### config.mk
export PLATFORM = sky130hd
export DESIGN_NAME = fmc_top
export DESIGN_NICKNAME = d
export VERILOG_FILES = /design/src/fmc_pkg.sv /design/src/fmc_top.sv
export SDC_FILE = /design/constraint.sdc
export NUM_CORES = 1
export LEC_CHECK = 0
export BUFFER_PORTS_ARGS = -buffer_cell sky130_fd_sc_hd__buf_2
export CAP_MARGIN = 20
export CORE_MARGIN = 2
export CORE_UTILIZATION = 55
export DETAILED_ROUTE_END_ITERATION = 10
export HOLD_SLACK_MARGIN = 0.02
export PLACE_DENSITY_LB_ADDON = 0.1
export SLEW_MARGIN = 10
export SYNTH_ARGS = -nofsm -noshare
export SYNTH_HDL_FRONTEND = slang
export SYNTH_SLANG_ARGS = --single-unit
### constraint.sdc
create_clock -name clk -period 3.9 [get_ports clk]
set_input_delay 0.585 -clock clk [delete_from_list [all_inputs] [get_ports clk]]
set_output_delay 0.585 -clock clk [all_outputs]
set_load 0.005 [all_outputs]
### src/fmc_pkg.sv
// Shared constants and types for the frame metadata counters.
package fmc_pkg;

    // Time-tick period and derived enable divider at the 50 MHz system clock.
    localparam int unsigned CLK_PERIOD_PS  = 20000;
    localparam int unsigned TICK_PERIOD_PS = 8000;
    localparam int unsigned TICK_DIV       = (TICK_PERIOD_PS + CLK_PERIOD_PS - 1) / CLK_PERIOD_PS;

    // Register offsets.
    localparam logic [7:0] ADDR_MODE       = 8'h00;
    localparam logic [7:0] ADDR_ITEM_SEL   = 8'h04;
    localparam logic [7:0] ADDR_ITEM_ON    = 8'h08;
    localparam logic [7:0] ADDR_CNT_SEL    = 8'h0c;
    localparam logic [7:0] ADDR_CNT_EVT    = 8'h10;
    localparam logic [7:0] ADDR_CLR_SRC    = 8'h14;
    localparam logic [7:0] ADDR_CLR_CMD    = 8'h18;
    localparam logic [7:0] ADDR_TRIG_ON    = 8'h1c;
    localparam logic [7:0] ADDR_TICK_LO    = 8'h20;
    localparam logic [7:0] ADDR_TICK_HI    = 8'h24;
    localparam logic [7:0] ADDR_TRIG_CNT   = 8'h28;
    localparam logic [7:0] ADDR_LINE_STAT  = 8'h2c;
    localparam logic [7:0] ADDR_STAMP_LO   = 8'h30;
    localparam logic [7:0] ADDR_STAMP_HI   = 8'h34;

    // Item selector codes and bit positions in the enable word.
    localparam logic [1:0] ITEM_TIME_STAMP = 2'h0;
    localparam logic [1:0] ITEM_TRIG_COUNT = 2'h1;
    localparam logic [1:0] ITEM_LINE_STAT  = 2'h2;

    // Counter instance and event source codes that arm the trigger counter clear.
    localparam logic [1:0] CNT_UNIT_FIRST   = 2'h0;
    localparam logic [1:0] EVT_FRAME_TRIG   = 2'h1;

    // Reset values.
    localparam logic [63:0] TICK_RESET     = 64'h0;
    localparam logic [31:0] TRIG_CNT_RESET = 32'h0;

    typedef enum logic [1:0] {
        FMC_CLR_LINE1,
        FMC_CLR_LINE2,
        FMC_CLR_SOFTWARE,
        FMC_CLR_OFF
    } fmc_clr_src_t;

endpackage

### src/fmc_top.sv
// Frame metadata counters: time stamp, trigger counter and line snapshot.
//
// The address-and-strobe port and the register offsets were chosen for this implementation.
`timescale 1ns/1ns
`default_nettype none
module fmc_top
    import fmc_pkg::*;
#(
    parameter int unsigned N_IN  = 4,
    parameter int unsigned N_OUT = 4
) (
    input  wire logic              clk,
    input  wire logic              rst_n,
    input  wire logic [7:0]        reg_addr,
    input  wire logic [31:0]       reg_wdata,
    input  wire logic              reg_wr,
    input  wire logic              reg_rd,
    output logic      [31:0]       reg_rdata,
    input  wire logic              acq_trigger,
    input  wire logic              ext_frame_trigger,
    input  wire logic [N_IN-1:0]   in_lines,
    input  wire logic [N_OUT-1:0]  out_lines,
    output logic                   meta_valid,
    output logic      [63:0]       meta_time_stamp,
    output logic      [31:0]       meta_trig_count,
    output logic      [31:0]       meta_line_status,
    output logic      [2:0]        meta_item_valid
);

    // Refuses line counts that leave no two clear lines or overflow the 32-bit snapshot.
    if (N_IN < 2 || N_IN + N_OUT > 32) begin : g_bad_lines
        $error("Line counts must give at least two inputs and fit 32 bits.");
    end

    function automatic logic agree_rise(input logic [2:0] s, input logic last);
        agree_rise = (s[1] == s[2]) && s[2] && !last;
    endfunction

    logic               mode_on_q;
    logic [1:0]         item_sel_q;
    logic [2:0]         item_on_q;
    logic [1:0]         cnt_sel_q;
    logic [1:0]         cnt_evt_q;
    fmc_clr_src_t       clr_src_q;
    logic               trig_on_q;
    logic               sw_clear_q;
    logic [63:0]        tick_q;
    logic [31:0]        trig_cnt_q;
    logic [63:0]        stamp_q;
    logic [31:0]        line_q;
    logic [$clog2(TICK_DIV+1)-1:0] div_q;
    logic               tick_en;
    logic [2:0]         l1_sync_q;
    logic [2:0]         l2_sync_q;
    logic [2:0]         et_sync_q;
    logic [2:0]         ac_sync_q;
    logic [N_IN+N_OUT-1:0] s1_q;
    logic [N_IN+N_OUT-1:0] s2_q;
    logic [N_IN+N_OUT-1:0] s3_q;
    logic [N_IN+N_OUT-1:0] lines_q;
    logic               l1_last_q;
    logic               l2_last_q;
    logic               et_last_q;
    logic               ac_last_q;
    logic               l1_rise;
    logic               l2_rise;
    logic               et_rise;
    logic               ac_rise;
    logic               line_clear;
    logic [2:0]         items_live;

    // Configuration registers written over the register port.
    always_ff @(posedge clk or negedge rst_n) begin
        if (!rst_n) begin
            mode_on_q  <= 1'b0;
            item_sel_q <= ITEM_TIME_STAMP;
            item_on_q  <= 3'h0;
            cnt_sel_q  <= CNT_UNIT_FIRST;
            cnt_evt_q  <= EVT_FRAME_TRIG;
            clr_src_q  <= FMC_CLR_OFF;
            trig_on_q  <= 1'b0;
            sw_clear_q <= 1'b0;
        end else begin
            sw_clear_q <= 1'b0;
            if (reg_wr) begin
                if (reg_addr == ADDR_MODE) begin
                    mode_on_q <= reg_wdata[0];
                end else if (reg_addr == ADDR_ITEM_SEL) begin
                    item_sel_q <= reg_wdata[1:0];
                end else if (reg_addr == ADDR_ITEM_ON) begin
                    if (mode_on_q && item_sel_q <= ITEM_LINE_STAT) begin
                        item_on_q[item_sel_q] <= reg_wdata[0];
                    end
                end else if (reg_addr == ADDR_CNT_SEL) begin
                    cnt_sel_q <= reg_wdata[1:0];
                end else if (reg_addr == ADDR_CNT_EVT) begin
                    cnt_evt_q <= reg_wdata[1:0];
                end else if (reg_addr == ADDR_CLR_SRC) begin
                    if (cnt_sel_q == CNT_UNIT_FIRST && cnt_evt_q == EVT_FRAME_TRIG) begin
                        clr_src_q <= fmc_clr_src_t'(reg_wdata[1:0]);
                    end
                end else if (reg_addr == ADDR_CLR_CMD) begin
                    sw_clear_q <= (clr_src_q == FMC_CLR_SOFTWARE);
                end else if (reg_addr == ADDR_TRIG_ON) begin
                    trig_on_q <= reg_wdata[0];
                end
            end
        end
    end

    // Enables only count while append mode is on.
    assign items_live = mode_on_q ? item_on_q : 3'h0;

    // Register read port with data one cycle after the strobe.
    always_ff @(posedge clk or negedge rst_n) begin
        if (!rst_n) begin
            reg_rdata <= 32'h0;
        end else if (reg_rd) begin
            if (reg_addr == ADDR_MODE) begin
                reg_rdata <= {31'h0, mode_on_q};
            end else if (reg_addr == ADDR_ITEM_SEL) begin
                reg_rdata <= {30'h0, item_sel_q};
            end else if (reg_addr == ADDR_ITEM_ON) begin
                reg_rdata <= {29'h0, items_live};
            end else if (reg_addr == ADDR_CNT_SEL) begin
                reg_rdata <= {30'h0, cnt_sel_q};
            end else if (reg_addr == ADDR_CNT_EVT) begin
                reg_rdata <= {30'h0, cnt_evt_q};
            end else if (reg_addr == ADDR_CLR_SRC) begin
                reg_rdata <= {30'h0, clr_src_q};
            end else if (reg_addr == ADDR_TRIG_ON) begin
                reg_rdata <= {31'h0, trig_on_q};
            end else if (reg_addr == ADDR_TICK_LO) begin
                reg_rdata <= tick_q[31:0];
            end else if (reg_addr == ADDR_TICK_HI) begin
                reg_rdata <= tick_q[63:32];
            end else if (reg_addr == ADDR_TRIG_CNT) begin
                reg_rdata <= trig_on_q ? trig_cnt_q : 32'h0;
            end else if (reg_addr == ADDR_LINE_STAT) begin
                reg_rdata <= line_q;
            end else if (reg_addr == ADDR_STAMP_LO) begin
                reg_rdata <= stamp_q[31:0];
            end else if (reg_addr == ADDR_STAMP_HI) begin
                reg_rdata <= stamp_q[63:32];
            end else begin
                reg_rdata <= 32'h0;
            end
        end else begin
            reg_rdata <= 32'h0;
        end
    end

    // Three-stage synchronisers for every pin input.
    always_ff @(posedge clk or negedge rst_n) begin
        if (!rst_n) begin
            l1_sync_q <= 3'h0;
            l2_sync_q <= 3'h0;
            et_sync_q <= 3'h0;
            ac_sync_q <= 3'h0;
            s1_q      <= '0;
            s2_q      <= '0;
            s3_q      <= '0;
            l1_last_q <= 1'b0;
            l2_last_q <= 1'b0;
            et_last_q <= 1'b0;
            ac_last_q <= 1'b0;
        end else begin
            l1_sync_q <= {l1_sync_q[1:0], in_lines[0]};
            l2_sync_q <= {l2_sync_q[1:0], in_lines[1]};
            et_sync_q <= {et_sync_q[1:0], ext_frame_trigger};
            ac_sync_q <= {ac_sync_q[1:0], acq_trigger};
            s1_q      <= {out_lines, in_lines};
            s2_q      <= s1_q;
            s3_q      <= s2_q;
            if (l1_sync_q[1] == l1_sync_q[2]) l1_last_q <= l1_sync_q[2];
            if (l2_sync_q[1] == l2_sync_q[2]) l2_last_q <= l2_sync_q[2];
            if (et_sync_q[1] == et_sync_q[2]) et_last_q <= et_sync_q[2];
            if (ac_sync_q[1] == ac_sync_q[2]) ac_last_q <= ac_sync_q[2];
        end
    end

    // Each line level is taken over only once the second and third stages agree.
    always_ff @(posedge clk or negedge rst_n) begin
        if (!rst_n) begin
            lines_q <= '0;
        end else begin
            lines_q <= (s2_q & s3_q) | (lines_q & (s2_q ^ s3_q));
        end
    end

    assign l1_rise = agree_rise(l1_sync_q, l1_last_q);
    assign l2_rise = agree_rise(l2_sync_q, l2_last_q);
    assign et_rise = agree_rise(et_sync_q, et_last_q);
    assign ac_rise = agree_rise(ac_sync_q, ac_last_q);

    // Line clear on a synchronized rising edge of the chosen input line.
    assign line_clear = (clr_src_q == FMC_CLR_LINE1 && l1_rise) ||
                        (clr_src_q == FMC_CLR_LINE2 && l2_rise);

    // Tick enable divider and free-running 64-bit tick counter.
    assign tick_en = (div_q == TICK_DIV[$bits(div_q)-1:0] - 1'b1);

    always_ff @(posedge clk or negedge rst_n) begin
        if (!rst_n) begin
            div_q  <= '0;
            tick_q <= TICK_RESET;
        end else begin
            div_q <= tick_en ? '0 : div_q + 1'b1;
            if (tick_en) begin
                tick_q <= tick_q + 64'h1;
            end
        end
    end

    // External trigger counter with selectable clear.
    always_ff @(posedge clk or negedge rst_n) begin
        if (!rst_n) begin
            trig_cnt_q <= TRIG_CNT_RESET;
        end else if (line_clear || sw_clear_q) begin
            trig_cnt_q <= TRIG_CNT_RESET;
        end else if (trig_on_q && et_rise) begin
            trig_cnt_q <= trig_cnt_q + 32'h1;
        end
    end

    // Snapshot of stamp and lines at each acquisition trigger, then append.
    always_ff @(posedge clk or negedge rst_n) begin
        if (!rst_n) begin
            stamp_q          <= 64'h0;
            line_q           <= 32'h0;
            meta_valid       <= 1'b0;
            meta_time_stamp  <= 64'h0;
            meta_trig_count  <= 32'h0;
            meta_line_status <= 32'h0;
            meta_item_valid  <= 3'h0;
        end else begin
            meta_valid <= 1'b0;
            if (ac_rise) begin
                stamp_q          <= tick_q;
                line_q           <= 32'(lines_q);
                meta_valid       <= 1'b1;
                meta_item_valid  <= {items_live[2], items_live[1] & trig_on_q, items_live[0]};
                meta_time_stamp  <= items_live[ITEM_TIME_STAMP] ? tick_q : 64'h0;
                meta_trig_count  <= (items_live[ITEM_TRIG_COUNT] && trig_on_q) ? trig_cnt_q : 32'h0;
                meta_line_status <= items_live[ITEM_LINE_STAT] ? 32'(lines_q) : 32'h0;
            end
        end
    end

endmodule
`default_nettype wire

Yosys cells after proc, flatten, opt, wreduce, memory -nomap -nowiden:

Cells that the tools add are included.

* logic and storage cells: 135
* output and inout bits: 164
* input port bits: 54
* bits in registers: 395

* add/subtract/negate cells: 3
* muxes and demuxes: 34
* reductions and logical operators: 32
* bitwise logic cells: 12
* magnitude comparators: 3
* equal/unequal tests: 20

Operator list (number)
* two-way mux 32 bit: 18
* adder 64 x 1 -> 64 bit, second input constant: 1
* two-way mux 64 bit: 1
* equality test 8 x 6 -> 1 bit, second input constant: 6
* adder 32 x 1 -> 32 bit, second input constant: 1
* equality test 8 x 5 -> 1 bit, second input constant: 4
* AND 8 bit: 2
* equality test 8 x 4 -> 1 bit, second input constant: 2
* logical AND 1 bit: 15
* two-way mux 1 bit: 11
* AND reduction 5 bit: 2
* AND reduction 9 bit: 1
* equality test 8 x 3 -> 1 bit, second input constant: 1
* logical NOT 8 bit: 1
* two-way mux 8 bit: 1
* bitwise OR 8 bit: 1
* AND reduction 8 bit: 1
* bitwise XOR 8 bit: 1
* NOT 1 bit: 7
* AND reduction 6 bit: 1
* equality test 1 bit: 4
* equality test 2 x 1 -> 1 bit, second input constant: 2
* logical NOT 1 bit: 4
* logical NOT 2 bit: 2
* other kinds (13): 14

Depth between registers and ports, before layout:

* word-level depth: 15
* mapped depth: 9
* gate-level depth less buffers: 6

Worst setup path after synthesis:

Ideal clock, no wire load.

* kind: input to register
* start: input port reg_addr[4]
* end: register item_on_q[2]
* path buffers: 1
* data arrival time: 2107 ps
* path slack: 1668 ps
* cell stages on the path: 6
* cells stage by stage: or4_1 > buf_2 > nor4_4 > nand2_2 > nor3b_2 > mux2_2

* longest elaborated chain between the ends: 3
* elaborated cells on any way between the ends: 6

Ends and longest elaborated chain
* start, declared: RTL line fmc_top.sv:14 `input wire logic [7:0] reg_addr,`
* equality test 8 x 3 -> 1 bit or logical NOT 8 bit (tied branches): RTL line fmc_top.sv:88, fmc_top.sv:86
* NOT 1 bit (no line)
* AND reduction 5 bit (no line) (*)
* end signal, assigned by index: RTL line fmc_top.sv:92 `item_on_q[item_sel_q] <= reg_wdata[0];`
* end, declared: RTL line fmc_top.sv:41 `logic [2:0] item_on_q;`

Every way passes the cells marked *; elsewhere a longest branch is shown, timed or not.
A chain may end at the register's enable or synchronous reset.

Worst setup path after layout:

* start: register tick_q[22]
* end: register tick_q[48]

* longest elaborated chain between the ends: 1

Ends and longest elaborated chain
* start, declared: RTL line fmc_top.sv:47 `logic [63:0] tick_q;`
* start signal, assigned: RTL line fmc_top.sv:210 `tick_q <= tick_q + 64'h1;`
* adder 64 x 1 -> 64 bit: RTL line fmc_top.sv:210

No other way between the ends.

==> flow_metrics.env <==
export IMPL_crit_chain="nand4_1, nor4_2, nand4_1, nor3_1, xor2_1"
export IMPL_post_route_cell_area_um2=17700
export IMPL_fin_skew_ps=13.6
export IMPL_cp_required_ps=4330
export IMPL_grt_pass1_vias=11100
export IMPL_reg2reg_slack_ps=1260
export IMPL_finalWorstSetupSlack_ps=1260
export IMPL_synth_top_cells_by_count="dfrtp_1, nand2_1, a22o_1, clkbuf_1, a21oi_1"
export IMPL_slew_headroom=0.362
export IMPL_first_pass_iters=8
export IMPL_crit_type="register to register"
export IMPL_cp_top_family="simple AND/OR/NAND/NOR gates"
export IMPL_rsz0062_at_grt="no"
export IMPL_clock_path_buffers=3
export IMPL_syn2layout_area_growth_pct=14.7
export IMPL_crit_top_cell="nand4_1"
export IMPL_maxClockFrequency_mhz=379
export IMPL_synth_top_cell_by_area="dfrtp_1"
export IMPL_max_stage_delay_ps=640
export IMPL_antenna_found_initial=0
export IMPL_hold_viol_final=0
export IMPL_tns_ps=0
export IMPL_grt_usage=0.263
export IMPL_fp_dieW_um=171
export IMPL_io_pins=218
export IMPL_root_buffer="clkbuf_16"
export IMPL_holdPathEnd="s1_q[5]$_DFF_PN0_"
export IMPL_ys_seq_area_frac=0.591
export IMPL_post_cts_buffers=0
export IMPL_reg2reg_depth=5
export IMPL_synth_area_per_cell_um2=11.2
export IMPL_rr_startpoint="tick_q[22]$_DFF_PN0_"
export IMPL_cp_num_buf_inv=0
export IMPL_wirelength_um=38000
export IMPL_cts_repair_resized=0
export IMPL_start_kind="register"
export IMPL_cp_slowest_cell="nand4_1"
export IMPL_tightest_slew_ps=952
export IMPL_synth_seq_cells=364
export IMPL_placed_cell_area_um2=16400
export IMPL_timing_rr_end="tick_q[48]$_DFF_PN0_"
export IMPL_drt_iter0_markers=1030
export IMPL_end_kind="register"
export IMPL_cts_max_level=2
export IMPL_die_area_um2=29400
export IMPL_grt_max_degree=144
export IMPL_avgRoutedWirePerCell_um=19.9
export IMPL_ant_nets=0
export IMPL_synth_warnings=0
export IMPL_synthTopCellsByArea="dfrtp_1, a22o_1, nand2_1, xor2_1, a222oi_1"
export IMPL_diodes=0
export IMPL_cp_max_fo=11
export IMPL_drive_gt1_frac=0.192
export IMPL_synthCells=1379
export IMPL_ys_types=71
export IMPL_coreArea_um2=27700
export IMPL_grt_overflow=0
export IMPL_finalCritPeriodShare=0.677
export IMPL_power_leakage_nw=8.76
export IMPL_drc=0
export IMPL_cts_tree="done"
export IMPL_gp_congestion=0.896
export IMPL_portBuffers=163
export IMPL_min_path_type="input pin to register"
export IMPL_irDropWorstVdd_v=0.000362
export IMPL_place_hpwl_um=25100
export IMPL_synthArstFlopShare=1.00
export IMPL_synth_top_area_frac=0.586
export IMPL_hold_start="out_lines[1]"
export IMPL_vias_per_cell=5.95
export IMPL_numCtsBuffers=38
export IMPL_power_density_nw_per_um2=447
export IMPL_setup_viol=0
export IMPL_grt_pass1_wl_um=60600
export IMPL_maxCapViolCount=0
export IMPL_slew_viol_final=0
export IMPL_path_clk_slew_ps=60
export IMPL_hold_depth=1
export IMPL_p_total_mw=7.89
export IMPL_rows=61
export IMPL_synthesis_area_um2=15400
export IMPL_synth_edf_count=0
export IMPL_crit_arrival_ps=3070
export IMPL_ys_flop_type="dfrtp_1"
export IMPL_num_vias=11400
export IMPL_outcome="finished, final reports clean"
export IMPL_pre_cts_ws_ps=1170
export IMPL_synth_most_common_cell="dfrtp_1"
export IMPL_die_y_um=171
export IMPL_layout_nets=1572
export IMPL_start_util=0.556
export IMPL_min_period_ps=2640
export IMPL_whs_ps=169
export IMPL_numClockSinks=364
export IMPL_cts_hold_buf=0
export IMPL_worstSkewPairLatency_ps=520
## metrics by stage
step                utilization  instances
finish                    0.638       1908
global route              0.638       1908
CTS                       0.638       1908
detailed placement        0.592       1842
global placement          0.592       1842
floorplan                     -       1402
## cells in the final DEF, fill, tap and decap left out, drive strengths merged, types with 8 or more instances in the layout
| cell type | instances |
|---|---|
| nor3 | 27 |
| mux2 | 17 |
| nand4 | 25 |
| nand3 | 38 |
| a222oi | 30 |
| and3 | 10 |
| conb | 24 |
| a21oi | 59 |
| nand2 | 230 |
| a22oi | 25 |
| dfrtp | 361 |
| nor2 | 48 |
| a21o | 11 |
| inv | 23 |
| xor2 | 40 |
| o21ai | 47 |
| and4 | 9 |
| or3 | 18 |
| nand2b | 8 |
| buf | 185 |
| clkbuf | 55 |
| xnor2 | 31 |
| ha | 14 |
| a22o | 104 |
| nor4 | 12 |
## how the worst max path moves through the flow
stage                               startpoint                        to  slack [ps]  depth (start not counted)
after global placement             reg_addr[2]    reg_rdata[1]$_DFF_PN0_        1210                          6
after global routing      tick_q[22]$_DFF_PN0_      tick_q[48]$_DFF_PN0_        1090                          5
final                     tick_q[22]$_DFF_PN0_      tick_q[48]$_DFF_PN0_        1260                          5
after detailed placement           reg_addr[2]    reg_rdata[8]$_DFF_PN0_        1170                          6
after floorplan                    reg_addr[4]  item_on_q[2]$_DFFE_PN0P_        1670                          6
after CTS                 tick_q[22]$_DFF_PN0_      tick_q[48]$_DFF_PN0_        1290                          5
## final cells by class
class | instances | area, µm²
inverters | 22 | 82.6
fillers | 2290 | 10000
clock buffers | 55 | 1140
clock inverters | 11 | 118
repair buffers | 185 | 1050
flip-flops and latches | 364 | 9110
multi-input cells | 893 | 5690
well taps | 378 | 473
## registers in the layout, summed over array words and instances (netlist names), 3 cells and up
signal and flops:
meta_time_stamp 64, trig_cnt_q 32, item_on_q 3, meta_line_status 8
s2_q 8, s1_q 8, meta_trig_count 32, stamp_q 64
line_q 8, et_sync_q 3, reg_rdata 32, s3_q 8
lines_q 8, meta_item_valid 3, ac_sync_q 3, tick_q 64
## cells by family after synthesis
group,synth area share
flip-flops,0.591
buffers and inverters,0.0464
AO/OA/AOI/OAI,0.149
multiplexers,0.0145
adder cells (fa/ha/maj),0.0114
AND/OR/NAND/NOR,0.147
XOR/XNOR,0.0404
other,0.000243
## power breakdown
group          switching [mW]  internal [mW]  total, mW
Combinational           0.241         0.0995      0.341
Sequential             0.0691           3.86       3.93
Clock                    1.46           2.16       3.62
## metal layers
layer,vias up,routed length (µm),track usage,share of wire
li1,5139,-,-,-
met1,5797,16000,0.351,0.42
met2,357,19100,0.447,0.50
met3,65,1840,0.0354,0.048
met4,0,1060,0.0859,0.028
met5,-,0,0,0
No activity file was read; power rests on OpenSTA's default activity.
